`src/hdl/usc_pkg.sv`:
```
// Package for the serial transceiver clock generator and frame format.
// Assumes one system clock mclk at 25 MHz shared by both ends.
package usc_pkg;
	localparam int DIV_W = 12;
	localparam logic [11:0] DIV_RESET = 12'h000;
	localparam logic [4:0] OVS_NORMAL = 5'h10;
	localparam logic [4:0] OVS_DOUBLE = 5'h08;
	localparam logic [4:0] OVS_SYNC = 5'h02;
	localparam logic [3:0] MID_NORMAL = 4'h7;
	localparam logic [3:0] MID_DOUBLE = 4'h3;
	localparam logic [2:0] SIZE_5 = 3'h0;
	localparam logic [2:0] SIZE_9 = 3'h7;
	localparam logic [1:0] PAR_NONE = 2'h0;
	localparam logic [1:0] PAR_EVEN = 2'h2;
	localparam logic [1:0] PAR_ODD = 2'h3;
	localparam int FIFO_DEPTH = 2;
	localparam logic [3:0] ADDR_DATA = 4'h0;
	localparam logic [3:0] ADDR_STAT = 4'h1;
	localparam logic [3:0] ADDR_DIVL = 4'h2;
	localparam logic [3:0] ADDR_DIVH = 4'h3;
	localparam logic [3:0] ADDR_CTRL = 4'h4;
	localparam logic [3:0] ADDR_HDATA = 4'h8;
	localparam logic [3:0] ADDR_HSTAT = 4'h9;
	localparam logic [3:0] ADDR_HCTRL = 4'hA;

	typedef enum logic [2:0] {
		USC_IDLE = 3'b000,
		USC_START = 3'b001,
		USC_DATA = 3'b011,
		USC_PAR = 3'b010,
		USC_STOP1 = 3'b110,
		USC_STOP2 = 3'b111
	} usc_state_e;

	// Number of data bits for a size code; codes 4..6 fall back to 8
	function automatic logic [3:0] usc_nbits(input logic [2:0] sz);
		if (sz == SIZE_9) begin
			return 4'h9;
		end else if (sz > 3'h3) begin
			return 4'h8;
		end
		return 4'h5 + {1'b0, sz};
	endfunction : usc_nbits

	function automatic logic usc_parity(input logic [8:0] d,
		input logic [3:0] n, input logic odd);
		logic p;
		p = odd;
		for (int i = 0; i < 9; i++) begin
			if (i < int'(n)) begin
				p = p ^ d[i];
			end
		end
		return p;
	endfunction : usc_parity
endpackage : usc_pkg

```
`src/hdl/usc_link_if.sv`:
```
// Interface joining the two serial ends: data lines and transfer clock.
// Assumes the testbench resolves the clock pin from the two enables.
`timescale 1ns/100ps
`default_nettype none
interface usc_link_if;
	logic devTxd;
	logic peerTxd;
	logic devClkOut;
	logic devClkOe;
	logic peerClkOut;
	logic peerClkOe;
	logic clkPin;
	modport dev (output devTxd, input peerTxd, output devClkOut,
		output devClkOe, input clkPin);
	modport peer (output peerTxd, input devTxd, output peerClkOut,
		output peerClkOe, input clkPin);
endinterface : usc_link_if
`default_nettype wire

```
`src/hdl/usc_dev.sv`:
```
// Device end: baud generator, clock modes, transmitter, receiver, 2-deep
// receive buffer. Assumes software on a plain strobe port, one clock.
//
// Our own choices: the register addresses and the strobed register port.
`timescale 1ns/100ps
`default_nettype none
// Functional notes
// - Two-entry receive FIFO, one read per character
// - Status stored per character, read status first
// - Shift register holds third character until start
// - Four clock modes from mode, direction and double-speed bits
// - Clock pin used only in synchronous mode
// - Counter reloads at zero or low write
// - Tick each zero, rate clock over divisor+1
// - Transmit divides by 16, 8 or 2
// - Receiver steps 16, 8 or 2 states
// - Divisor is twelve bits, 0 to 4095
// - Speed double ignored in synchronous mode
// - Double speed uses 8 samples per bit
// - External clock synchronised then edge detected
// - External clock below quarter system clock
// - Sample on edge opposite to change edge
// - Polarity picks change and sample edges
// - All 30 frame formats supported
// - Start, data LSB first, parity, stop
// - Stop bits high, idle high, back to back only with two stop bits
// - One format shared by both directions
// - Only first stop bit checked for error
// - Parity is data xor, inverted for odd
module usc_dev (
	input wire logic mclk,
	input wire logic arst_n,
	input wire logic [3:0] regAddr,
	input wire logic [7:0] regWdata,
	input wire logic regWr,
	input wire logic regRd,
	output logic [7:0] regRdata,
	usc_link_if.dev link
);
	// Control state
	logic [11:0] div_reg;
	logic [11:0] cnt_reg;
	logic syncMode_reg, clkDir_reg, dbl_reg, pol_reg, stop2_reg;
	logic [2:0] size_reg;
	logic [1:0] par_reg;
	logic txNinth_reg;
	logic [7:0] regRdata_reg;

	wire wrData = regWr && regAddr == usc_pkg::ADDR_DATA;
	wire wrDivL = regWr && regAddr == usc_pkg::ADDR_DIVL;
	wire wrDivH = regWr && regAddr == usc_pkg::ADDR_DIVH;
	wire wrCtrl = regWr && regAddr == usc_pkg::ADDR_CTRL;
	wire rdData = regRd && regAddr == usc_pkg::ADDR_DATA;
	wire [3:0] nBits = usc_pkg::usc_nbits(size_reg);
	wire slave = syncMode_reg && !clkDir_reg;
	wire master = syncMode_reg && clkDir_reg;

	// Baud generator
	wire baudTick = (cnt_reg == 12'h000);
	always_ff @(posedge mclk or negedge arst_n) begin
		if (!arst_n) begin
			cnt_reg <= usc_pkg::DIV_RESET;
		end else if (wrDivL || baudTick) begin
			cnt_reg <= wrDivL ? {div_reg[11:8], regWdata} : div_reg;
		end else begin
			cnt_reg <= cnt_reg - 12'h001;
		end
	end

	// Master clock output: toggles each tick, so period is two ticks
	logic xck_reg;
	logic [1:0] ckSync_reg;
	logic ckPrev_reg;
	always_ff @(posedge mclk or negedge arst_n) begin
		if (!arst_n) begin
			xck_reg <= 1'b0;
			ckSync_reg <= 2'b00;
			ckPrev_reg <= 1'b0;
		end else begin
			if (master && baudTick) begin
				xck_reg <= ~xck_reg;
			end
			ckSync_reg <= {ckSync_reg[0], link.clkPin};
			ckPrev_reg <= ckSync_reg[1];
		end
	end
	// Slave edges come from the second synchroniser stage only
	wire extRise = ckSync_reg[1] && !ckPrev_reg;
	wire extFall = !ckSync_reg[1] && ckPrev_reg;
	wire mRise = master && baudTick && (xck_reg == pol_reg);
	wire mFall = master && baudTick && (xck_reg != pol_reg);
	wire rise = slave ? extRise : mRise;
	wire fall = slave ? extFall : mFall;
	wire chgEdge = pol_reg ? fall : rise;
	wire smpEdge = pol_reg ? rise : fall;
	assign link.devClkOut = xck_reg ^ pol_reg;
	assign link.devClkOe = master;

	// Async step size: 16 or 8 ticks per bit
	wire [4:0] ovs = dbl_reg ? usc_pkg::OVS_DOUBLE : usc_pkg::OVS_NORMAL;

	// Transmitter
	usc_pkg::usc_state_e txSt_reg;
	logic [8:0] txSh_reg;
	logic [3:0] txCnt_reg, txBit_reg;
	logic txd_reg, txFull_reg;
	logic [8:0] txBuf_reg;
	wire txStep = syncMode_reg ? chgEdge
		: (baudTick && {1'b0, txCnt_reg} == ovs - 5'h01);
	always_ff @(posedge mclk or negedge arst_n) begin
		if (!arst_n) begin
			txSt_reg <= usc_pkg::USC_IDLE;
			txSh_reg <= 9'h000;
			txCnt_reg <= 4'h0;
			txBit_reg <= 4'h0;
			txd_reg <= 1'b1;
			txFull_reg <= 1'b0;
			txBuf_reg <= 9'h000;
		end else begin
			if (wrData) begin
				txBuf_reg <= {txNinth_reg, regWdata};
				txFull_reg <= 1'b1;
			end
			if (!syncMode_reg && baudTick) begin
				txCnt_reg <= txStep ? 4'h0 : txCnt_reg + 4'h1;
			end
			if (txStep) begin
				unique case (txSt_reg)
				usc_pkg::USC_IDLE, usc_pkg::USC_STOP2: begin
					if (txFull_reg && !wrData) begin
						txd_reg <= 1'b0;
						txSh_reg <= txBuf_reg;
						txFull_reg <= 1'b0;
						txSt_reg <= usc_pkg::USC_START;
					end else begin
						txd_reg <= 1'b1;
						txSt_reg <= usc_pkg::USC_IDLE;
					end
				end
				usc_pkg::USC_START, usc_pkg::USC_DATA: begin
					if (txSt_reg == usc_pkg::USC_START) begin
						txBit_reg <= 4'h0;
						txd_reg <= txSh_reg[0];
						txSt_reg <= usc_pkg::USC_DATA;
					end else if (txBit_reg + 4'h1 < nBits) begin
						txBit_reg <= txBit_reg + 4'h1;
						txd_reg <= txSh_reg[txBit_reg + 4'h1];
					end else if (par_reg[1]) begin
						txd_reg <= usc_pkg::usc_parity(txSh_reg, nBits,
							par_reg[0]);
						txSt_reg <= usc_pkg::USC_PAR;
					end else begin
						txd_reg <= 1'b1;
						txSt_reg <= usc_pkg::USC_STOP1;
					end
				end
				usc_pkg::USC_PAR: begin
					txd_reg <= 1'b1;
					txSt_reg <= usc_pkg::USC_STOP1;
				end
				usc_pkg::USC_STOP1: begin
					txd_reg <= 1'b1;
					txSt_reg <= stop2_reg ? usc_pkg::USC_STOP2
						: usc_pkg::USC_IDLE;
				end
			endcase
			end
		end
	end
	assign link.devTxd = txd_reg;

	// Receiver
	usc_pkg::usc_state_e rxSt_reg;
	logic [8:0] rxSh_reg;
	logic [3:0] rxPh_reg, rxBit_reg;
	logic rxHeld_reg, rxFe_reg;
	logic [10:0] fifo_reg [usc_pkg::FIFO_DEPTH]; // {dor, fe, 9 data}
	logic wp_reg, rp_reg;
	logic [1:0] cnt2_reg;
	wire fifoFull = cnt2_reg == 2'(usc_pkg::FIFO_DEPTH);
	wire [3:0] mid = dbl_reg ? usc_pkg::MID_DOUBLE : usc_pkg::MID_NORMAL;
	// Async samples at the middle phase of each bit; sync at sample edge
	wire rxSmp = syncMode_reg ? smpEdge
		: (baudTick && rxPh_reg == mid);
	wire rxStart = syncMode_reg ? (smpEdge && !link.peerTxd)
		: (baudTick && !link.peerTxd);
	wire pop = rdData && cnt2_reg != 2'h0;
	wire push = rxHeld_reg && !fifoFull;
	always_ff @(posedge mclk or negedge arst_n) begin
		if (!arst_n) begin
			rxSt_reg <= usc_pkg::USC_IDLE;
			rxSh_reg <= 9'h000;
			rxPh_reg <= 4'h0;
			rxBit_reg <= 4'h0;
			rxHeld_reg <= 1'b0;
			rxFe_reg <= 1'b0;
			wp_reg <= 1'b0;
			rp_reg <= 1'b0;
			cnt2_reg <= 2'h0;
			fifo_reg[0] <= 11'h000;
			fifo_reg[1] <= 11'h000;
		end else begin
			if (!syncMode_reg && baudTick && rxSt_reg != usc_pkg::USC_IDLE) begin
				rxPh_reg <= ({1'b0, rxPh_reg} == ovs - 5'h01) ? 4'h0
					: rxPh_reg + 4'h1;
			end
			if (push) begin
				fifo_reg[wp_reg] <= {1'b0, rxFe_reg, rxSh_reg};
				wp_reg <= ~wp_reg;
				rxHeld_reg <= 1'b0;
			end
			if (pop) begin
				rp_reg <= ~rp_reg;
			end
			cnt2_reg <= cnt2_reg + 2'(push) - 2'(pop);
			unique case (rxSt_reg)
			usc_pkg::USC_IDLE: begin
				if (rxStart) begin
					rxPh_reg <= 4'h1;
					// Held character lost: mark overrun on newest entry
					if (rxHeld_reg && !push) begin
						fifo_reg[~wp_reg][10] <= 1'b1;
						rxHeld_reg <= 1'b0;
					end
					rxSt_reg <= syncMode_reg ? usc_pkg::USC_DATA
						: usc_pkg::USC_START;
					rxBit_reg <= 4'h0;
					rxSh_reg <= 9'h000;
				end
			end
			usc_pkg::USC_START: begin
				if (rxSmp) begin
					rxSt_reg <= link.peerTxd ? usc_pkg::USC_IDLE
						: usc_pkg::USC_DATA;
				end
			end
			usc_pkg::USC_DATA: begin
				if (rxSmp) begin
					rxSh_reg[rxBit_reg] <= link.peerTxd;
					rxBit_reg <= rxBit_reg + 4'h1;
					if (rxBit_reg + 4'h1 == nBits) begin
						rxSt_reg <= par_reg[1] ? usc_pkg::USC_PAR
							: usc_pkg::USC_STOP1;
					end
				end
			end
			usc_pkg::USC_PAR: begin
				if (rxSmp) begin
					rxSt_reg <= usc_pkg::USC_STOP1;
				end
			end
			usc_pkg::USC_STOP1, usc_pkg::USC_STOP2: begin
				if (rxSmp) begin
					rxFe_reg <= !link.peerTxd;
					rxHeld_reg <= 1'b1;
					rxSt_reg <= usc_pkg::USC_IDLE;
				end
			end
			endcase
		end
	end
	wire [10:0] head = fifo_reg[rp_reg];

	// Register file
	always_ff @(posedge mclk or negedge arst_n) begin
		if (!arst_n) begin
			div_reg <= usc_pkg::DIV_RESET;
			{syncMode_reg, clkDir_reg, dbl_reg, pol_reg} <= 4'h0;
			stop2_reg <= 1'b0;
			size_reg <= usc_pkg::SIZE_5;
			par_reg <= usc_pkg::PAR_NONE;
			txNinth_reg <= 1'b0;
			regRdata_reg <= 8'h00;
		end else begin
			if (wrDivL) begin
				div_reg[7:0] <= regWdata;
			end
			if (wrDivH) begin
				div_reg[11:8] <= regWdata[3:0];
			end
			if (wrCtrl) begin
				{syncMode_reg, clkDir_reg, dbl_reg, pol_reg} <= regWdata[7:4];
				stop2_reg <= regWdata[3];
				size_reg <= regWdata[2:0];
			end
			if (regWr && regAddr == usc_pkg::ADDR_STAT) begin
				par_reg <= regWdata[1:0];
				txNinth_reg <= regWdata[2];
			end
			unique case (regAddr)
			usc_pkg::ADDR_DATA: regRdata_reg <= head[7:0];
			usc_pkg::ADDR_STAT: regRdata_reg <= {cnt2_reg != 2'h0, !txFull_reg,
				head[10:9], head[8], txNinth_reg, par_reg};
			usc_pkg::ADDR_DIVL: regRdata_reg <= div_reg[7:0];
			usc_pkg::ADDR_DIVH: regRdata_reg <= {4'h0, div_reg[11:8]};
			usc_pkg::ADDR_CTRL: regRdata_reg <= {syncMode_reg, clkDir_reg,
				dbl_reg, pol_reg, stop2_reg, size_reg};
			default: regRdata_reg <= 8'h00;
			endcase
		end
	end
	assign regRdata = regRdata_reg;
endmodule : usc_dev
`default_nettype wire

```
`src/flat_wrapper.sv`:
```
// flat-port wrapper written by rule: the top's interface ports become plain ports
module usc_dev_flat 
  (mclk, arst_n, regAddr, regWdata, regWr, regRd, regRdata, link_devTxd, link_peerTxd, link_devClkOut, link_devClkOe, link_clkPin);
  usc_link_if link_i ();
  input wire logic mclk;
  input wire logic arst_n;
  input wire logic [3:0] regAddr;
  input wire logic [7:0] regWdata;
  input wire logic regWr;
  input wire logic regRd;
  output logic [7:0] regRdata;
  output wire logic [$bits(link_i.devTxd)-1:0] link_devTxd;
  input wire logic [$bits(link_i.peerTxd)-1:0] link_peerTxd;
  output wire logic [$bits(link_i.devClkOut)-1:0] link_devClkOut;
  output wire logic [$bits(link_i.devClkOe)-1:0] link_devClkOe;
  input wire logic [$bits(link_i.clkPin)-1:0] link_clkPin;
  assign link_devTxd = link_i.devTxd;
  assign link_i.peerTxd = link_peerTxd;
  assign link_devClkOut = link_i.devClkOut;
  assign link_devClkOe = link_i.devClkOe;
  assign link_i.clkPin = link_clkPin;
  usc_dev u_core (.mclk(mclk), .arst_n(arst_n), .regAddr(regAddr), .regWdata(regWdata), .regWr(regWr), .regRd(regRd), .regRdata(regRdata), .link(link_i));
endmodule
```
`config.mk`:
```
export PLATFORM = sky130hd
export DESIGN_NAME = usc_dev_flat
export DESIGN_NICKNAME = d
export VERILOG_FILES = /design/src/hdl/usc_pkg.sv /design/src/hdl/usc_link_if.sv /design/src/hdl/usc_dev.sv /design/src/flat_wrapper.sv
export SDC_FILE = /design/constraint.sdc
export NUM_CORES = 1
export LEC_CHECK = 0
export BUFFER_PORTS_ARGS = -buffer_cell sky130_fd_sc_hd__buf_4
export CAP_MARGIN = 10
export CORE_ASPECT_RATIO = 1.25
export CORE_UTILIZATION = 45
export CTS_CLUSTER_SIZE = 30
export DETAILED_ROUTE_END_ITERATION = 8
export PLACE_DENSITY = 0.63
export SLEW_MARGIN = 30
export SYNTH_ARGS = -nofsm -noshare
export SYNTH_HDL_FRONTEND = slang
export SYNTH_SLANG_ARGS = --single-unit
```
`constraint.sdc`:
```
create_clock -name mclk -period 4.4 [get_ports mclk]
set_input_delay 0.88 -clock mclk [delete_from_list [all_inputs] [get_ports mclk]]
set_output_delay 0.88 -clock mclk [all_outputs]
set_load 0.01 [all_outputs]
```
==> metrics.md <==
| Metric | Value |
|---|---|
| CP Capture Point | u_core.txSh_reg[2] |
| Max FFs per register | 22 |
| Clock Path Buffers | 2 |
| Cts repair resizes | 0 |
| Crit-path max FO | 9 |
| Clock sinks | 126 |
| Worst VDD drop | 0.300 mV |
| Leak | 0.00340 µW |
| Share of layout cells above drive strength 1 | 24.0% |
| Final HPWL DP | 10,700 µm |
| DRC errors left | 0 |
| Reg2reg setup slack | 1100 ps |
| IO Port Bufs | 28 |
| Fin. max-slew vios | 0 |
| Setup_tns | 0 ps |
| Req. time, crit path | 4700 ps |
| Reg-to-Reg End | u_core.txSh_reg[2] |
| Post-Syn Instances | 585 |
| Mapped Avg Cell Area | 11.0 µm² |
| FF-to-FF path depth | 9 |
| Clock Skews | 8.25 ps |
| Die height | 136 µm |
| Worst skew pair latency | 420 ps |
| Ant diodes | 0 |
| Post-synth top flop | dfrtp_1 |
| Yosys top cell by area | dfrtp_1 |
| Final Cycle Share | 74.9% |
| Worst-Margin Slew | 776 ps |
| CTS tree | yes |
| Initial Utilization | 46.5% |
| Final hold vios | 0 |
| Critical Path End Type | register |
| Sequential fraction of the synthesis area | 48.9% |
| Global-route congestion overflow total | 0 |
| PwrDens | 635 nW/µm² |
| # rows | 48 |
| Largest net degree at the start of global routing | 45 |
| Clock Tree Root | clkbuf_16 |
| Vias/cell | 5.73 |
| RSZ-0062 raised after global routing | false |
| Area contributors post-synth | dfrtp_1, mux2_2, nand2_1 |
| Synth Warn # | 0 |
| Detail Route Antenna Nets | 0 |
| FMAX | 303 MHz |
| All-layer global routing usage | 21.5% |
| WL per Instance | 18.2 µm |
| DR iter-0 viols | 242 |
| Worst r2r src | u_core.cnt_reg[0] |
| Yosys cell types | 63 |
| Final setup fails | 0 |
| Startpoint Class | register |
| Total number of vias | 4,611 |
| CTS Hold Buffers Added | 0 |
| Worst Hold Class | register to register |
| Fillers | 1,176 |
| Core Region | 13,900 µm² |
| Post-CTS setup buffer count | 0 |
| Die ar. | 14,800 µm² |
| Worst setup path class | register to register |
| Die width | 109 µm |
| Mapped cell area | 6450 µm² |
| Headroom to the max-slew limit | 48.1% |
| Max_cap viols | 0 |
| FF+latch count, synth | 126 |
| Share of the synthesized area in the top cell type | 48.5% |
| First-pass GRT wire length | 23,800 µm |
| Area grow syn2layout | 16.3% |
| Boundary Pins | 29 |
| Fraction of registers with async set/reset | 100% |
| Min Tclk post-route | 3300 ps |
| Core Util, Final | 54.1% |
| WL final | 14,700 µm |
| Crit. Startpoint | u_core.cnt_reg[0] |
| Vias in the first global route | 4,701 |
| Syn Nets | 618 |
| Post-synth EDFFs | 0 |
| RePlAce Congestion | 0.887 |
| Initial antenna violation count | 0 |
| H-tree levels | 4 |
| CTS clk-pin slew, worst paths | 60 ps |
| Total CTS buffers | 17 |
| Layout Nets | 651 |
| Critical Path AT | 3600 ps |
| Outcome | finished clean |
| First-pass iteration count of the detailed router | 5 |
[final cells by class]
class / count / area (µm²) / area share (%)
flip-flops and latches: 126 / 3150 / 42.0
multi-input cells: 416 / 3140 / 41.8
clock buffers: 20 / 467 / 6.22
repair buffers: 34 / 255 / 3.40
well taps: 175 / 219 / 2.92
clock inverters: 11 / 188 / 2.50
inverters: 23 / 86.3 / 1.15
[where the power goes]
group          switching, µW  leakage, µW  internal, µW
sequential               364      0.00159          1460
combinational            701      0.00149           684
clock                    509     0.000314          1040
total                   1570      0.00340          3190
[worst min-delay path by stage]
stage | from | endpoint | slack (ps) | cells after the start
finish | u_core.ckSync_reg[0] | u_core.ckSync_reg[1] | 340 | 0
CTS | u_core.ckSync_reg[0] | u_core.ckSync_reg[1] | 340 | 0
global route | u_core.ckSync_reg[0] | u_core.ckSync_reg[1] | 360 | 0
global placement | u_core.ckSync_reg[0] | u_core.ckSync_reg[1] | 330 | 0
floorplan | u_core.ckSync_reg[0] | u_core.ckSync_reg[1] | 330 | 0
detailed placement | u_core.ckSync_reg[0] | u_core.ckSync_reg[1] | 340 | 0
[worst max-delay path, cell delays in order, from the launching register on]
cell     delay [ps]
dfrtp_1         370
inv_1            70
ha_1            190
or4b_1          540
or4_1           630
nor4b_4         410
a21o_2          220
o21ai_2         100
nor2_4          280
mux2_2          380
[cell families (layout without fill, tap and decap cells)]
group	Yosys count	after routing	share of synthesized area, %
flip-flops	126	126	48.9
buffers and inverters	43	88	2.54
XOR/XNOR	32	32	4.56
adder cells (fa/ha/maj)	15	15	2.91
AND/OR/NAND/NOR	153	153	12.2
AO/OA/AOI/OAI	126	126	13.1
multiplexers	90	90	15.7
[synth_stat cells (10+ instances only)]
cell	instances
a21oi_1	19
a22o_1	14
ha_1	15
nand2_1	57
a21o_1	11
xor2_1	15
dfrtp_1	125
clkbuf_1	16
nor2_1	24
nand3_1	10
mux2i_1	16
mux2_2	71
o21ai_0	40
inv_1	23
xnor2_1	16
[layout by cell type (no fill, tap or decap), types with 8 or more instances in the layout]
cell type	netlist	final
a21o_1	11	11
a22o_1	14	14
nand2_1	57	57
xor2_1	15	15
xnor2_1	16	16
ha_1	15	15
mux2_2	71	71
nor2_1	24	23
inv_1	23	23
buf_4	0	34
a21oi_1	19	19
o21ai_0	40	40
dfrtp_1	125	125
nand3_1	10	10
mux2i_1	16	16
clkbuf_16	0	17
nand2b_1	8	8
[metal layers]
layer	routed length, µm	GRT usage, %	share of wire [%]
met1	6120	25.2	42
met2	7660	37.2	52
met3	548	4.75	3.7
met4	330	9.83	2.3
met5	0	0	0
[metrics by stage]
stage,hold WS (ps),instances,cell area (µm²),total power [µW],worst slack (ps)
after floorplan,331,585,6450,2810,1420
after global placement,333,774,6850,3160,1200
after detailed placement,336,774,6850,3230,1100
after CTS,345,805,7500,4800,1080
after global routing,358,805,7500,5050,918
final,343,805,7500,4760,1100
Power figures use the tool's default switching activity.
